==> config.mk <==
export PLATFORM = sky130hd
export DESIGN_NAME = osd_decoder
export DESIGN_NICKNAME = d
export VERILOG_FILES = /design/src/design/osd_pkg.sv /design/src/design/osd_sync.sv /design/src/design/osd_op_decode.sv /design/src/design/osd_decoder.sv
export SDC_FILE = /design/constraint.sdc
export NUM_CORES = 1
export LEC_CHECK = 0
export CAP_MARGIN = 20
export CORE_ASPECT_RATIO = 1.4
export CORE_UTILIZATION = 45
export CTS_BUF_LIST = sky130_fd_sc_hd__clkbuf_4
export DETAILED_ROUTE_END_ITERATION = 8
export DONT_BUFFER_PORTS = 1
export PLACE_DENSITY = 0.59
export SLEW_MARGIN = 20
export SYNTH_ARGS = -nofsm -noshare
export SYNTH_HDL_FRONTEND = slang
export SYNTH_SLANG_ARGS = --single-unit
==> constraint.sdc <==
create_clock -name clk_sys -period 4.1 [get_ports clk_sys]
set_input_delay 0.82 -clock clk_sys [delete_from_list [all_inputs] [get_ports clk_sys]]
set_output_delay 0.82 -clock clk_sys [all_outputs]
set_load 0.03 [all_outputs]
==> src/design/osd_pkg.sv <==
// Constants and types for the OS instruction and privilege decoder.
// Assumes one core clock; opcodes arrive right aligned in 16 bits.
package osd_pkg;
    // Execution levels, 0 most privileged
    localparam logic [1:0] LVL_KERNEL = 2'h0;
    localparam logic [1:0] LVL_EXEC = 2'h1;
    localparam logic [1:0] LVL_SUPER = 2'h2;
    localparam logic [1:0] LVL_USER = 2'h3;
    // Opcodes; one-byte opcodes sit in the low byte
    localparam logic [15:0] OPC_ENABLE_XLATE = 16'h300d;
    localparam logic [15:0] OPC_DISABLE_XLATE = 16'h3013;
    localparam logic [15:0] OPC_PROC_CALL = 16'h30ac;
    localparam logic [15:0] OPC_PROC_RETURN = 16'h30c8;
    localparam logic [15:0] OPC_WAIT = 16'h002f;
    localparam logic [15:0] OPC_IRQ_ACK = 16'h302f;
    localparam logic [15:0] OPC_XLATE_MOVE = 16'h000c;
    localparam logic [15:0] OPC_GATE = 16'h3061;
    localparam logic [15:0] OPC_LEVEL_RETURN = 16'h3045;
    // Widths: 32-bit addresses give the 4 Gbyte space
    localparam int ADDR_W = 32;
    localparam int IRQ_ID_W = 8;
    localparam int SYNC_W = 13;
    // Positions in the synchronised input vector
    localparam int EV_RESET = 0;
    localparam int EV_EXC = 1;
    localparam int EV_FULL = 2;
    localparam int EV_QUICK = 3;
    localparam int POS_SEVERE = 4;
    localparam int POS_ID = 5;
    // Values after reset
    localparam logic [1:0] RST_LEVEL = LVL_KERNEL;
    localparam logic RST_XLATE_EN = 1'b0;
    localparam logic [3:0] RST_PEND = 4'h0;

    typedef enum logic [3:0] {
        OP_NONE, OP_ENABLE_XLATE, OP_DISABLE_XLATE, OP_PROC_CALL,
        OP_PROC_RETURN, OP_WAIT, OP_IRQ_ACK, OP_XLATE_MOVE,
        OP_GATE, OP_LEVEL_RETURN
    } osd_op_e;
    typedef enum logic [1:0] {
        ST_IDLE, ST_XLATE_WAIT, ST_HALTED
    } osd_state_e;
    typedef enum logic [2:0] {
        ACT_NONE, ACT_RESET, ACT_EXC, ACT_FULL, ACT_QUICK, ACT_INSTR
    } osd_act_e;
    typedef enum logic [2:0] {
        MS_NONE, MS_RESET, MS_FULL_IRQ, MS_QUICK_IRQ, MS_EXC_SWITCH,
        MS_EXC_GATE, MS_PRIV_FAULT
    } osd_useq_e;
endpackage : osd_pkg

==> src/design/osd_sync.sv <==
// Three-stage input synchroniser with agreement filter, one per bit.
// Assumes each input bit is a slow level from outside the core clock.
`timescale 1ns/100ps
module osd_sync (
    // Clock and reset
    input wire logic clk_sys,
    input wire logic rst_n,
    // Raw and filtered levels
    input wire logic [osd_pkg::SYNC_W-1:0] raw,
    output logic [osd_pkg::SYNC_W-1:0] filt
);
    logic [osd_pkg::SYNC_W-1:0] s1_r;
    logic [osd_pkg::SYNC_W-1:0] s2_r;
    logic [osd_pkg::SYNC_W-1:0] s3_r;

    genvar i;
    generate
        for (i = 0; i < osd_pkg::SYNC_W; i++) begin : g_bit
            // First stage feeds only the second
            always_ff @(posedge clk_sys or negedge rst_n) begin
                if (!rst_n) begin
                    s1_r[i] <= 1'b0;
                    s2_r[i] <= 1'b0;
                    s3_r[i] <= 1'b0;
                    filt[i] <= 1'b0;
                end else begin
                    s1_r[i] <= raw[i];
                    s2_r[i] <= s1_r[i];
                    s3_r[i] <= s2_r[i];
                    if (s2_r[i] == s3_r[i]) begin
                        filt[i] <= s3_r[i];
                    end
                end
            end
        end
    endgenerate
endmodule : osd_sync

==> src/design/osd_op_decode.sv <==
// Opcode classifier: operation and privilege class.
// Assumes the opcode is stable while the instruction is offered.
`timescale 1ns/100ps
module osd_op_decode (
    // Opcode in
    input wire logic [15:0] opcode,
    // Class out
    output osd_pkg::osd_op_e op,
    output logic privileged
);
    always_comb begin
        op = osd_pkg::OP_NONE;
        privileged = 1'b0;
        case (opcode)
            osd_pkg::OPC_ENABLE_XLATE: begin
                op = osd_pkg::OP_ENABLE_XLATE;
                privileged = 1'b1;
            end
            osd_pkg::OPC_DISABLE_XLATE: begin
                op = osd_pkg::OP_DISABLE_XLATE;
                privileged = 1'b1;
            end
            osd_pkg::OPC_PROC_CALL: begin
                op = osd_pkg::OP_PROC_CALL;
                privileged = 1'b1;
            end
            osd_pkg::OPC_PROC_RETURN: begin
                op = osd_pkg::OP_PROC_RETURN;
                privileged = 1'b1;
            end
            osd_pkg::OPC_WAIT: begin
                op = osd_pkg::OP_WAIT;
                privileged = 1'b1;
            end
            osd_pkg::OPC_IRQ_ACK: begin
                op = osd_pkg::OP_IRQ_ACK;
                privileged = 1'b1;
            end
            osd_pkg::OPC_XLATE_MOVE: begin
                op = osd_pkg::OP_XLATE_MOVE;
                privileged = 1'b1;
            end
            // Gate pair runs at any level
            osd_pkg::OPC_GATE: op = osd_pkg::OP_GATE;
            osd_pkg::OPC_LEVEL_RETURN: op = osd_pkg::OP_LEVEL_RETURN;
            default: op = osd_pkg::OP_NONE;
        endcase
    end
endmodule : osd_op_decode

==> src/design/osd_decoder.sv <==
// OS instruction decoder with privilege checks, MMU control and
// implicit switches for reset, interrupts and exceptions.
// Assumes the fetch unit holds an instruction until instr_done and
// that the MMU answers a translation request with one done pulse.
`timescale 1ns/100ps
// Behaviour
// - Four execution levels 0 to 3, zero most privileged.
// - Encoding kernel 0, executive 1, supervisor 2, user 3.
// - Privileged OS instructions run only at kernel level.
// - Gate and return-from-gate run at any level.
// - Opcode 300D enables translation, jumps to address in reg zero, virtual only with an MMU present.
// - Opcode 3013 disables translation, jumps to physical address.
// - 30AC switches process explicitly; 30C8 restores interrupted process.
// - Opcode 2F halts fetching until an interrupt, exception or reset arrives.
// - Opcode 302F acknowledges interrupt, writes its id to reg zero.
// - Privileged 0C translates source address, writes physical result.
// - Opcode 3061 transfers control between levels through a gate.
// - 3045 returns from gate; new level never more privileged.
// - Level ordering checked only on return from gate.
// - Reset, some interrupts, some exceptions switch process implicitly.
// - Full interrupt switches process; quick interrupt takes a gate.
// - Every interrupt or exception starts its built-in microsequence.
// - Severe exceptions switch process, milder ones take a gate.
// - 32-bit virtual space; no MMU or disabled means physical.
module osd_decoder (
    // Clock and reset
    input wire logic clk_sys,
    input wire logic rst_n,
    // Instruction offer
    input wire logic instr_valid,
    input wire logic [15:0] instr_opcode,
    output logic instr_ready,
    output logic instr_done,
    // Operands
    input wire logic [osd_pkg::ADDR_W-1:0] general_register_zero,
    input wire logic [osd_pkg::ADDR_W-1:0] src_vaddr,
    input wire logic [1:0] gate_level,
    input wire logic [1:0] return_level,
    input wire logic [1:0] restore_level,
    // Asynchronous event pins
    input wire logic proc_reset_req,
    input wire logic exc_req,
    input wire logic exc_severe,
    input wire logic irq_full,
    input wire logic irq_quick,
    input wire logic [osd_pkg::IRQ_ID_W-1:0] irq_id,
    // MMU side
    input wire logic mmu_present,
    input wire logic mmu_xlate_done,
    input wire logic [osd_pkg::ADDR_W-1:0] mmu_paddr,
    output logic mmu_xlate_req,
    output logic [osd_pkg::ADDR_W-1:0] mmu_vaddr,
    output logic xlate_enabled,
    // Control transfer
    output logic jump_valid,
    output logic jump_virtual,
    output logic [osd_pkg::ADDR_W-1:0] jump_addr,
    output logic proc_switch,
    output logic proc_restore,
    output logic gate_xfer,
    output logic fetch_halted,
    output logic useq_start,
    output osd_pkg::osd_useq_e useq_id,
    // Status and results
    output logic [1:0] cur_level,
    output logic priv_fault,
    output logic level_fault,
    output logic general_register_zero_wr_en,
    output logic [osd_pkg::ADDR_W-1:0] general_register_zero_wr_data,
    output logic dst_wr_en,
    output logic [osd_pkg::ADDR_W-1:0] dst_wr_data
);
    logic [osd_pkg::SYNC_W-1:0] filt;
    logic [3:0] ev_q_r;
    logic [3:0] ev_edge;
    logic [3:0] ev_clr;
    logic [3:0] pend_r;
    logic sev_r;
    logic [osd_pkg::IRQ_ID_W-1:0] irq_id_r;
    osd_pkg::osd_op_e op;
    logic privileged;
    osd_pkg::osd_state_e st_r;
    osd_pkg::osd_state_e st_nxt;
    osd_pkg::osd_act_e act;
    logic deny;
    logic level_transfer_return_bad;
    logic fault;
    logic do_op;
    logic ready_r;
    logic done_r, halt_r;
    logic [1:0] level_r;
    logic xlate_en_r;
    logic xreq_r;
    logic [osd_pkg::ADDR_W-1:0] xva_r;
    logic jv_r;
    logic jvirt_r;
    logic [osd_pkg::ADDR_W-1:0] ja_r;
    logic psw_r;
    logic prst_r;
    logic gate_r;
    logic us_r;
    osd_pkg::osd_useq_e usid_r;
    logic pf_r;
    logic lf_r;
    logic g0we_r;
    logic [osd_pkg::ADDR_W-1:0] g0wd_r;
    logic dwe_r;
    logic [osd_pkg::ADDR_W-1:0] dwd_r;

    osd_sync u_sync (
        .clk_sys(clk_sys),
        .rst_n(rst_n),
        .raw({irq_id, exc_severe, irq_quick, irq_full, exc_req,
              proc_reset_req}),
        .filt(filt)
    );

    osd_op_decode u_dec (
        .opcode(instr_opcode),
        .op(op),
        .privileged(privileged)
    );

    // Event edges latch as pending; set beats a same-cycle clear
    assign ev_edge = filt[3:0] & ~ev_q_r;
    always_ff @(posedge clk_sys or negedge rst_n) begin
        if (!rst_n) begin
            ev_q_r <= osd_pkg::RST_PEND;
            pend_r <= osd_pkg::RST_PEND;
        end else begin
            ev_q_r <= filt[3:0];
            pend_r <= ev_edge | (pend_r & ~ev_clr);
        end
    end

    // Id and severity are sampled with their request edge
    always_ff @(posedge clk_sys or negedge rst_n) begin
        if (!rst_n) begin
            irq_id_r <= '0;
            sev_r <= 1'b0;
        end else begin
            if (ev_edge[osd_pkg::EV_FULL] || ev_edge[osd_pkg::EV_QUICK]) begin
                irq_id_r <= filt[osd_pkg::SYNC_W-1:osd_pkg::POS_ID];
            end
            if (ev_edge[osd_pkg::EV_EXC]) begin
                sev_r <= filt[osd_pkg::POS_SEVERE];
            end
        end
    end

    // Events outrank instructions; a pending translation finishes first
    always_comb begin
        act = osd_pkg::ACT_NONE;
        if (st_r != osd_pkg::ST_XLATE_WAIT) begin
            if (pend_r[osd_pkg::EV_RESET]) begin
                act = osd_pkg::ACT_RESET;
            end else if (pend_r[osd_pkg::EV_EXC]) begin
                act = osd_pkg::ACT_EXC;
            end else if (pend_r[osd_pkg::EV_FULL]) begin
                act = osd_pkg::ACT_FULL;
            end else if (pend_r[osd_pkg::EV_QUICK]) begin
                act = osd_pkg::ACT_QUICK;
            end else if (st_r == osd_pkg::ST_IDLE && instr_valid &&
                         ready_r) begin
                act = osd_pkg::ACT_INSTR;
            end
        end
    end

    always_comb begin
        ev_clr = 4'h0;
        ev_clr[osd_pkg::EV_RESET] = (act == osd_pkg::ACT_RESET);
        ev_clr[osd_pkg::EV_EXC] = (act == osd_pkg::ACT_EXC);
        ev_clr[osd_pkg::EV_FULL] = (act == osd_pkg::ACT_FULL);
        ev_clr[osd_pkg::EV_QUICK] = (act == osd_pkg::ACT_QUICK);
    end

    assign deny = privileged && level_r != osd_pkg::LVL_KERNEL;
    // Only the gate return checks ordering; gate itself does not
    assign level_transfer_return_bad = op == osd_pkg::OP_LEVEL_RETURN &&
                      return_level < level_r;
    assign fault = act == osd_pkg::ACT_INSTR && (deny || level_transfer_return_bad);
    assign do_op = act == osd_pkg::ACT_INSTR && !deny && !level_transfer_return_bad;

    always_comb begin
        st_nxt = st_r;
        case (st_r)
            osd_pkg::ST_IDLE: begin
                if (do_op && op == osd_pkg::OP_WAIT) begin
                    st_nxt = osd_pkg::ST_HALTED;
                end else if (do_op && op == osd_pkg::OP_XLATE_MOVE &&
                             xlate_en_r) begin
                    st_nxt = osd_pkg::ST_XLATE_WAIT;
                end
            end
            osd_pkg::ST_XLATE_WAIT: begin
                if (mmu_xlate_done) begin
                    st_nxt = osd_pkg::ST_IDLE;
                end
            end
            osd_pkg::ST_HALTED: begin
                if (act != osd_pkg::ACT_NONE) begin
                    st_nxt = osd_pkg::ST_IDLE;
                end
            end
            default: st_nxt = osd_pkg::ST_IDLE;
        endcase
    end

    // Ready drops after a take so a held offer runs once
    always_ff @(posedge clk_sys or negedge rst_n) begin
        if (!rst_n) begin
            st_r <= osd_pkg::ST_IDLE;
            ready_r <= 1'b0;
            done_r <= 1'b0;
            halt_r <= 1'b0;
        end else begin
            st_r <= st_nxt;
            halt_r <= st_nxt == osd_pkg::ST_HALTED;
            ready_r <= st_nxt == osd_pkg::ST_IDLE &&
                       act != osd_pkg::ACT_INSTR &&
                       st_r != osd_pkg::ST_XLATE_WAIT;
            done_r <= (act == osd_pkg::ACT_INSTR &&
                       st_nxt != osd_pkg::ST_XLATE_WAIT) ||
                      (st_r == osd_pkg::ST_XLATE_WAIT && mmu_xlate_done);
        end
    end

    // Execution level; handlers are entered at kernel
    always_ff @(posedge clk_sys or negedge rst_n) begin
        if (!rst_n) begin
            level_r <= osd_pkg::RST_LEVEL;
        end else if ((act != osd_pkg::ACT_NONE &&
                      act != osd_pkg::ACT_INSTR) || fault) begin
            level_r <= osd_pkg::LVL_KERNEL;
        end else if (do_op) begin
            case (op)
                osd_pkg::OP_PROC_RETURN: level_r <= restore_level;
                osd_pkg::OP_GATE: level_r <= gate_level;
                osd_pkg::OP_LEVEL_RETURN: level_r <= return_level;
                default: level_r <= level_r;
            endcase
        end
    end

    // Translation state; no MMU means physical
    always_ff @(posedge clk_sys or negedge rst_n) begin
        if (!rst_n) begin
            xlate_en_r <= osd_pkg::RST_XLATE_EN;
        end else if (!mmu_present) begin
            xlate_en_r <= 1'b0;
        end else if (do_op && op == osd_pkg::OP_ENABLE_XLATE) begin
            xlate_en_r <= 1'b1;
        end else if (do_op && op == osd_pkg::OP_DISABLE_XLATE) begin
            xlate_en_r <= 1'b0;
        end
    end

    always_ff @(posedge clk_sys or negedge rst_n) begin
        if (!rst_n) begin
            jv_r <= 1'b0;
            jvirt_r <= 1'b0;
            ja_r <= '0;
        end else begin
            jv_r <= do_op && (op == osd_pkg::OP_ENABLE_XLATE ||
                              op == osd_pkg::OP_DISABLE_XLATE);
            if (do_op && op == osd_pkg::OP_ENABLE_XLATE) begin
                ja_r <= general_register_zero;
                jvirt_r <= mmu_present;
            end else if (do_op && op == osd_pkg::OP_DISABLE_XLATE) begin
                ja_r <= general_register_zero;
                jvirt_r <= 1'b0;
            end
        end
    end

    // Address move: through the MMU when on, else physical
    always_ff @(posedge clk_sys or negedge rst_n) begin
        if (!rst_n) begin
            xreq_r <= 1'b0;
            xva_r <= '0;
            dwe_r <= 1'b0;
            dwd_r <= '0;
        end else begin
            xreq_r <= st_nxt == osd_pkg::ST_XLATE_WAIT &&
                      st_r != osd_pkg::ST_XLATE_WAIT;
            dwe_r <= 1'b0;
            if (do_op && op == osd_pkg::OP_XLATE_MOVE) begin
                xva_r <= src_vaddr;
                if (!xlate_en_r) begin
                    dwe_r <= 1'b1;
                    dwd_r <= src_vaddr;
                end
            end else if (st_r == osd_pkg::ST_XLATE_WAIT &&
                         mmu_xlate_done) begin
                dwe_r <= 1'b1;
                dwd_r <= mmu_paddr;
            end
        end
    end

    always_ff @(posedge clk_sys or negedge rst_n) begin
        if (!rst_n) begin
            g0we_r <= 1'b0;
            g0wd_r <= '0;
        end else begin
            g0we_r <= do_op && op == osd_pkg::OP_IRQ_ACK;
            if (do_op && op == osd_pkg::OP_IRQ_ACK) begin
                g0wd_r <= {{(osd_pkg::ADDR_W-osd_pkg::IRQ_ID_W){1'b0}},
                           irq_id_r};
            end
        end
    end

    // Switches, gates and microsequence launch
    always_ff @(posedge clk_sys or negedge rst_n) begin
        if (!rst_n) begin
            psw_r <= 1'b0;
            prst_r <= 1'b0;
            gate_r <= 1'b0;
            pf_r <= 1'b0;
            lf_r <= 1'b0;
        end else begin
            psw_r <= act == osd_pkg::ACT_RESET ||
                     act == osd_pkg::ACT_FULL ||
                     (act == osd_pkg::ACT_EXC && sev_r) ||
                     (do_op && op == osd_pkg::OP_PROC_CALL);
            prst_r <= do_op && op == osd_pkg::OP_PROC_RETURN;
            gate_r <= act == osd_pkg::ACT_QUICK || fault ||
                      (act == osd_pkg::ACT_EXC && !sev_r) ||
                      (do_op && op == osd_pkg::OP_GATE);
            pf_r <= fault && deny;
            lf_r <= fault && !deny;
        end
    end

    always_ff @(posedge clk_sys or negedge rst_n) begin
        if (!rst_n) begin
            us_r <= 1'b0;
            usid_r <= osd_pkg::MS_NONE;
        end else begin
            us_r <= (act != osd_pkg::ACT_NONE &&
                     act != osd_pkg::ACT_INSTR) || fault;
            case (act)
                osd_pkg::ACT_RESET: usid_r <= osd_pkg::MS_RESET;
                osd_pkg::ACT_FULL: usid_r <= osd_pkg::MS_FULL_IRQ;
                osd_pkg::ACT_QUICK: usid_r <= osd_pkg::MS_QUICK_IRQ;
                osd_pkg::ACT_EXC: usid_r <= sev_r ?
                    osd_pkg::MS_EXC_SWITCH : osd_pkg::MS_EXC_GATE;
                osd_pkg::ACT_INSTR: usid_r <= fault ?
                    osd_pkg::MS_PRIV_FAULT : osd_pkg::MS_NONE;
                default: usid_r <= osd_pkg::MS_NONE;
            endcase
        end
    end

    assign instr_ready = ready_r;
    assign instr_done = done_r;
    assign cur_level = level_r;
    assign xlate_enabled = xlate_en_r;
    assign mmu_xlate_req = xreq_r;
    assign mmu_vaddr = xva_r;
    assign jump_valid = jv_r;
    assign jump_virtual = jvirt_r;
    assign jump_addr = ja_r;
    assign proc_switch = psw_r;
    assign proc_restore = prst_r;
    assign gate_xfer = gate_r;
    assign fetch_halted = halt_r;
    assign useq_start = us_r;
    assign useq_id = usid_r;
    assign priv_fault = pf_r;
    assign level_fault = lf_r;
    assign general_register_zero_wr_en = g0we_r;
    assign general_register_zero_wr_data = g0wd_r;
    assign dst_wr_en = dwe_r;
    assign dst_wr_data = dwd_r;
endmodule : osd_decoder

==> reports/qor.txt <==
total congestion overflow - 0
crit-path max FO - 8
Syn Std Cell Area - 0.00770 mm^2
die area - 0.0176 mm^2
Core Box Area - 0.0167 mm^2
Synth area leaders - dfrtp_1 63%, mux2_2 12%, a221o_1 4.2%, and3_1 2.8%, buf_4 2.3%
Remaining DRCs - 0
max incr delay on CP - 0.66 ns
simple-gate area share of the yosys netlist - 0.100
reg-to-reg setup timing slack - 0.84 ns
TritonCTS Buffers - 17
initial antenna violation count - 1
Reg clk slew, reported paths - 0.17 ns
Nets - 704
critical path data required time - 4.57 ns
worst-path cell chain - or4_1 > or4_1 > a31oi_1 > o31ai_2 > nor3_2 > nand3_1 > mux2_2
Max Transition Viols Final - 0
CTS sink count - 195
GPL Wtd Cong - 0.839
outcome - complete, but fails checks
final hold vios - 60
Ports - 284
failing checks - hold timing
Slew HR - 0.580
DP Wirelength - 11700 um
Die H - 157 um
post-CTS sizing - 0
Synth Area in XOR/XNOR - 0.00114
leakage - 3.99 nW
wire per inst - 21.5 um
worst skew pair latency - 0.57 ns
number of global-route vias before repair - 4711
Vias - 4624
post-synth cell types - 55
DRT Pass-1 Iters - 4
cell mode on critical path - or4_1
largest net degree at the start of global routing - 196
I/O Buffers - 0
startpoint types - flop
CP arrival - 3.73 ns
# H-tree levels - 4
first-pass GRT wire length - 24900 um
FF-to-FF Start - pend_r[3]$_DFF_PN0_
compound-gate portion of the synthesized area - 0.0876
slowest CP cell - or4_1
worst-margin pin slew - 0.630 ns
RSZ-0062 raised after global routing - no
maximum VDD drop - 0.339 mV
Yosys warning count - 0
Clock Tree Root - clkbuf_4
Total GRT Usage - 0.187
share of cells above drive strength 1 - 0.222
final non-filler cell total - 785
Fmax achieved - 307 MHz
final wirelength - 16800 um
worst min-delay path category - input port to async pin
count of final setup violators - 0
Power per Cell Area - 412 mW/mm^2
Routed Antenna Nets - 0
post-synthesis area per instance - 13.6 um^2
CP Capture Type - flop
Final Cycle Share - 0.795
final hold slack - -0.0735 ns
Setup TNS Final - 0 ns
Main synth FF type - dfrtp_1
Layout area overhead - 6.19%
FF-to-FF path depth - 7
Reg-to-Reg End - general_register_zero_wr_data[5]$_DFFE_PN0P_
Die W - 113 um
Initial DRC Count - 231
clock buffer depth - 2
share of the synthesized area in the top cell type - 0.634
fraction of registers with async set/reset - 1.00
adder-cell share of the synthesized area - 0.0185
utilization after layout - 0.488
EDFF count, synth - 0
largest family of logic cells by synthesized area - multiplexers
num rows - 56
post-synthesis cell count - 565
CTS tree - done
DP Cell Count - 751
kind of critical path - flop to flop
register area share after synthesis - 0.634
FF+latch count, synth - 195
Vias/cell - 5.89
Maximum Capacitance Violations - 0
Initial Util - 0.460
Post-Route Skew - 0.0215 ns
mux cell area share after synthesis - 0.118
crit path time final - 3.26 ns
largest area contributor in the netlist - dfrtp_1
-- cells by family (layout without fill, tap and decap cells) --
family	after synthesis	in the layout
buffers and inverters	54	46
other	1	26
AND/OR/NAND/NOR	132	132
flip-flops	195	195
adder cells (fa/ha/maj)	14	14
AO/OA/AOI/OAI	87	87
XOR/XNOR	1	1
multiplexers	81	81
-- where the power goes --
part           internal [mW]  switching (mW)
Combinational         0.0655          0.0884
Clock                  0.365           0.754
Sequential              2.01          0.0853
-- worst max path at each step --
| stage | slack (ns) | endpoint | cells past startpoint | startpoint |
|---|---|---|---|---|
| 6_report | 0.84 | general_register_zero_wr_data[5]$_DFFE_PN0P_ | 7 | pend_r[3]$_DFF_PN0_ |
| 5_1_grt | 0.69 | general_register_zero_wr_data[5]$_DFFE_PN0P_ | 7 | pend_r[3]$_DFF_PN0_ |
| 3_3_place_gp | 0.67 | jump_addr[21]$_DFFE_PN0P_ | 8 | instr_opcode[1] |
| 2_1_floorplan | 0.77 | mmu_vaddr[10]$_DFFE_PN0N_ | 9 | instr_opcode[5] |
| 4_1_cts | 0.84 | general_register_zero_wr_data[5]$_DFFE_PN0P_ | 7 | pend_r[3]$_DFF_PN0_ |
| 3_5_place_dp | 0.64 | jump_addr[13]$_DFFE_PN0P_ | 8 | instr_opcode[1] |
-- registers in the layout, indices dropped and copies added (netlist names), 13 cells and up --
signal       flops
dst_wr_data     32
jump_addr       32
mmu_vaddr       32
u_sync.filt     13
u_sync.s1_r     13
u_sync.s2_r     13
u_sync.s3_r     13
-- through the flow --
step	total power [mW]	setup WS, ns	hold slack, ns	cell area, um^2
after global placement	2.28	0.670	0.332	7820
final	3.37	0.840	-0.0735	8170
after floorplan	2.27	0.772	0.331	7780
after global routing	3.52	0.689	-0.161	8170
after detailed placement	2.29	0.638	0.335	7820
after CTS	3.42	0.840	-0.179	8170
-- layout by cell type, fill, tap and decap left out, types with 5 or more instances in the layout --
cell,n
a21oi_1,14
a221o_1,32
and3_1,34
buf_4,5
clkbuf_4,17
clkinv_8,6
conb_1,24
dfrtp_1,195
inv_1,8
maj3_1,13
mux2_2,80
nand2_1,24
nand2b_1,7
nand3_1,6
nor2_1,18
nor2b_1,5
nor3_1,5
o21ai_0,15
or4_1,6
-- critical path, delay by kind of cell (launching register included) --
| family | cells | cell delay [ns] |
|---|---|---|
| simple gates | 4 | 1.88 |
| flops | 1 | 0.46 |
| mux | 1 | 0.44 |
| compound gates | 2 | 0.39 |
-- cell type report --
cell class | instances | area (um^2)
clock buffer | 17 | 128
fill | 1477 | 8570
clock inverter | 15 | 220
inverter | 8 | 30.0
multi-input combinational | 339 | 2600
antenna | 2 | 5.00
tap | 203 | 254
sequential | 195 | 4880
timing repair buffer | 6 | 57.6
-- metal layers --
layer	track usage	vias up	wire length, um
met5	0	-	0
met4	0.0933	0	467
met3	0.0480	30	1070
met2	0.326	208	8950
met1	0.213	2361	6350
li1	-	2025	-
-- cell usage after synthesis, types with 5 or more instances --
master      n
nor3_1      5
nand2_1    24
nand3_1     6
a21oi_1    14
nor2_1     18
inv_1       8
nor2b_1     6
o21ai_0    15
nand2b_1    7
buf_2      11
or4_1       6
clkbuf_1   10
buf_4      24
mux2_2     80
and3_1     34
a221o_1    32
maj3_1     13
dfrtp_1   195
-- what timing repair did --
action | 4_1_cts | 5_1_grt
setup endpoints to repair | 0 | 0
endpoints found under the hold margin | 195 | 195
setup buffers | 0 | 0
(Power assumes the default switching activity.)
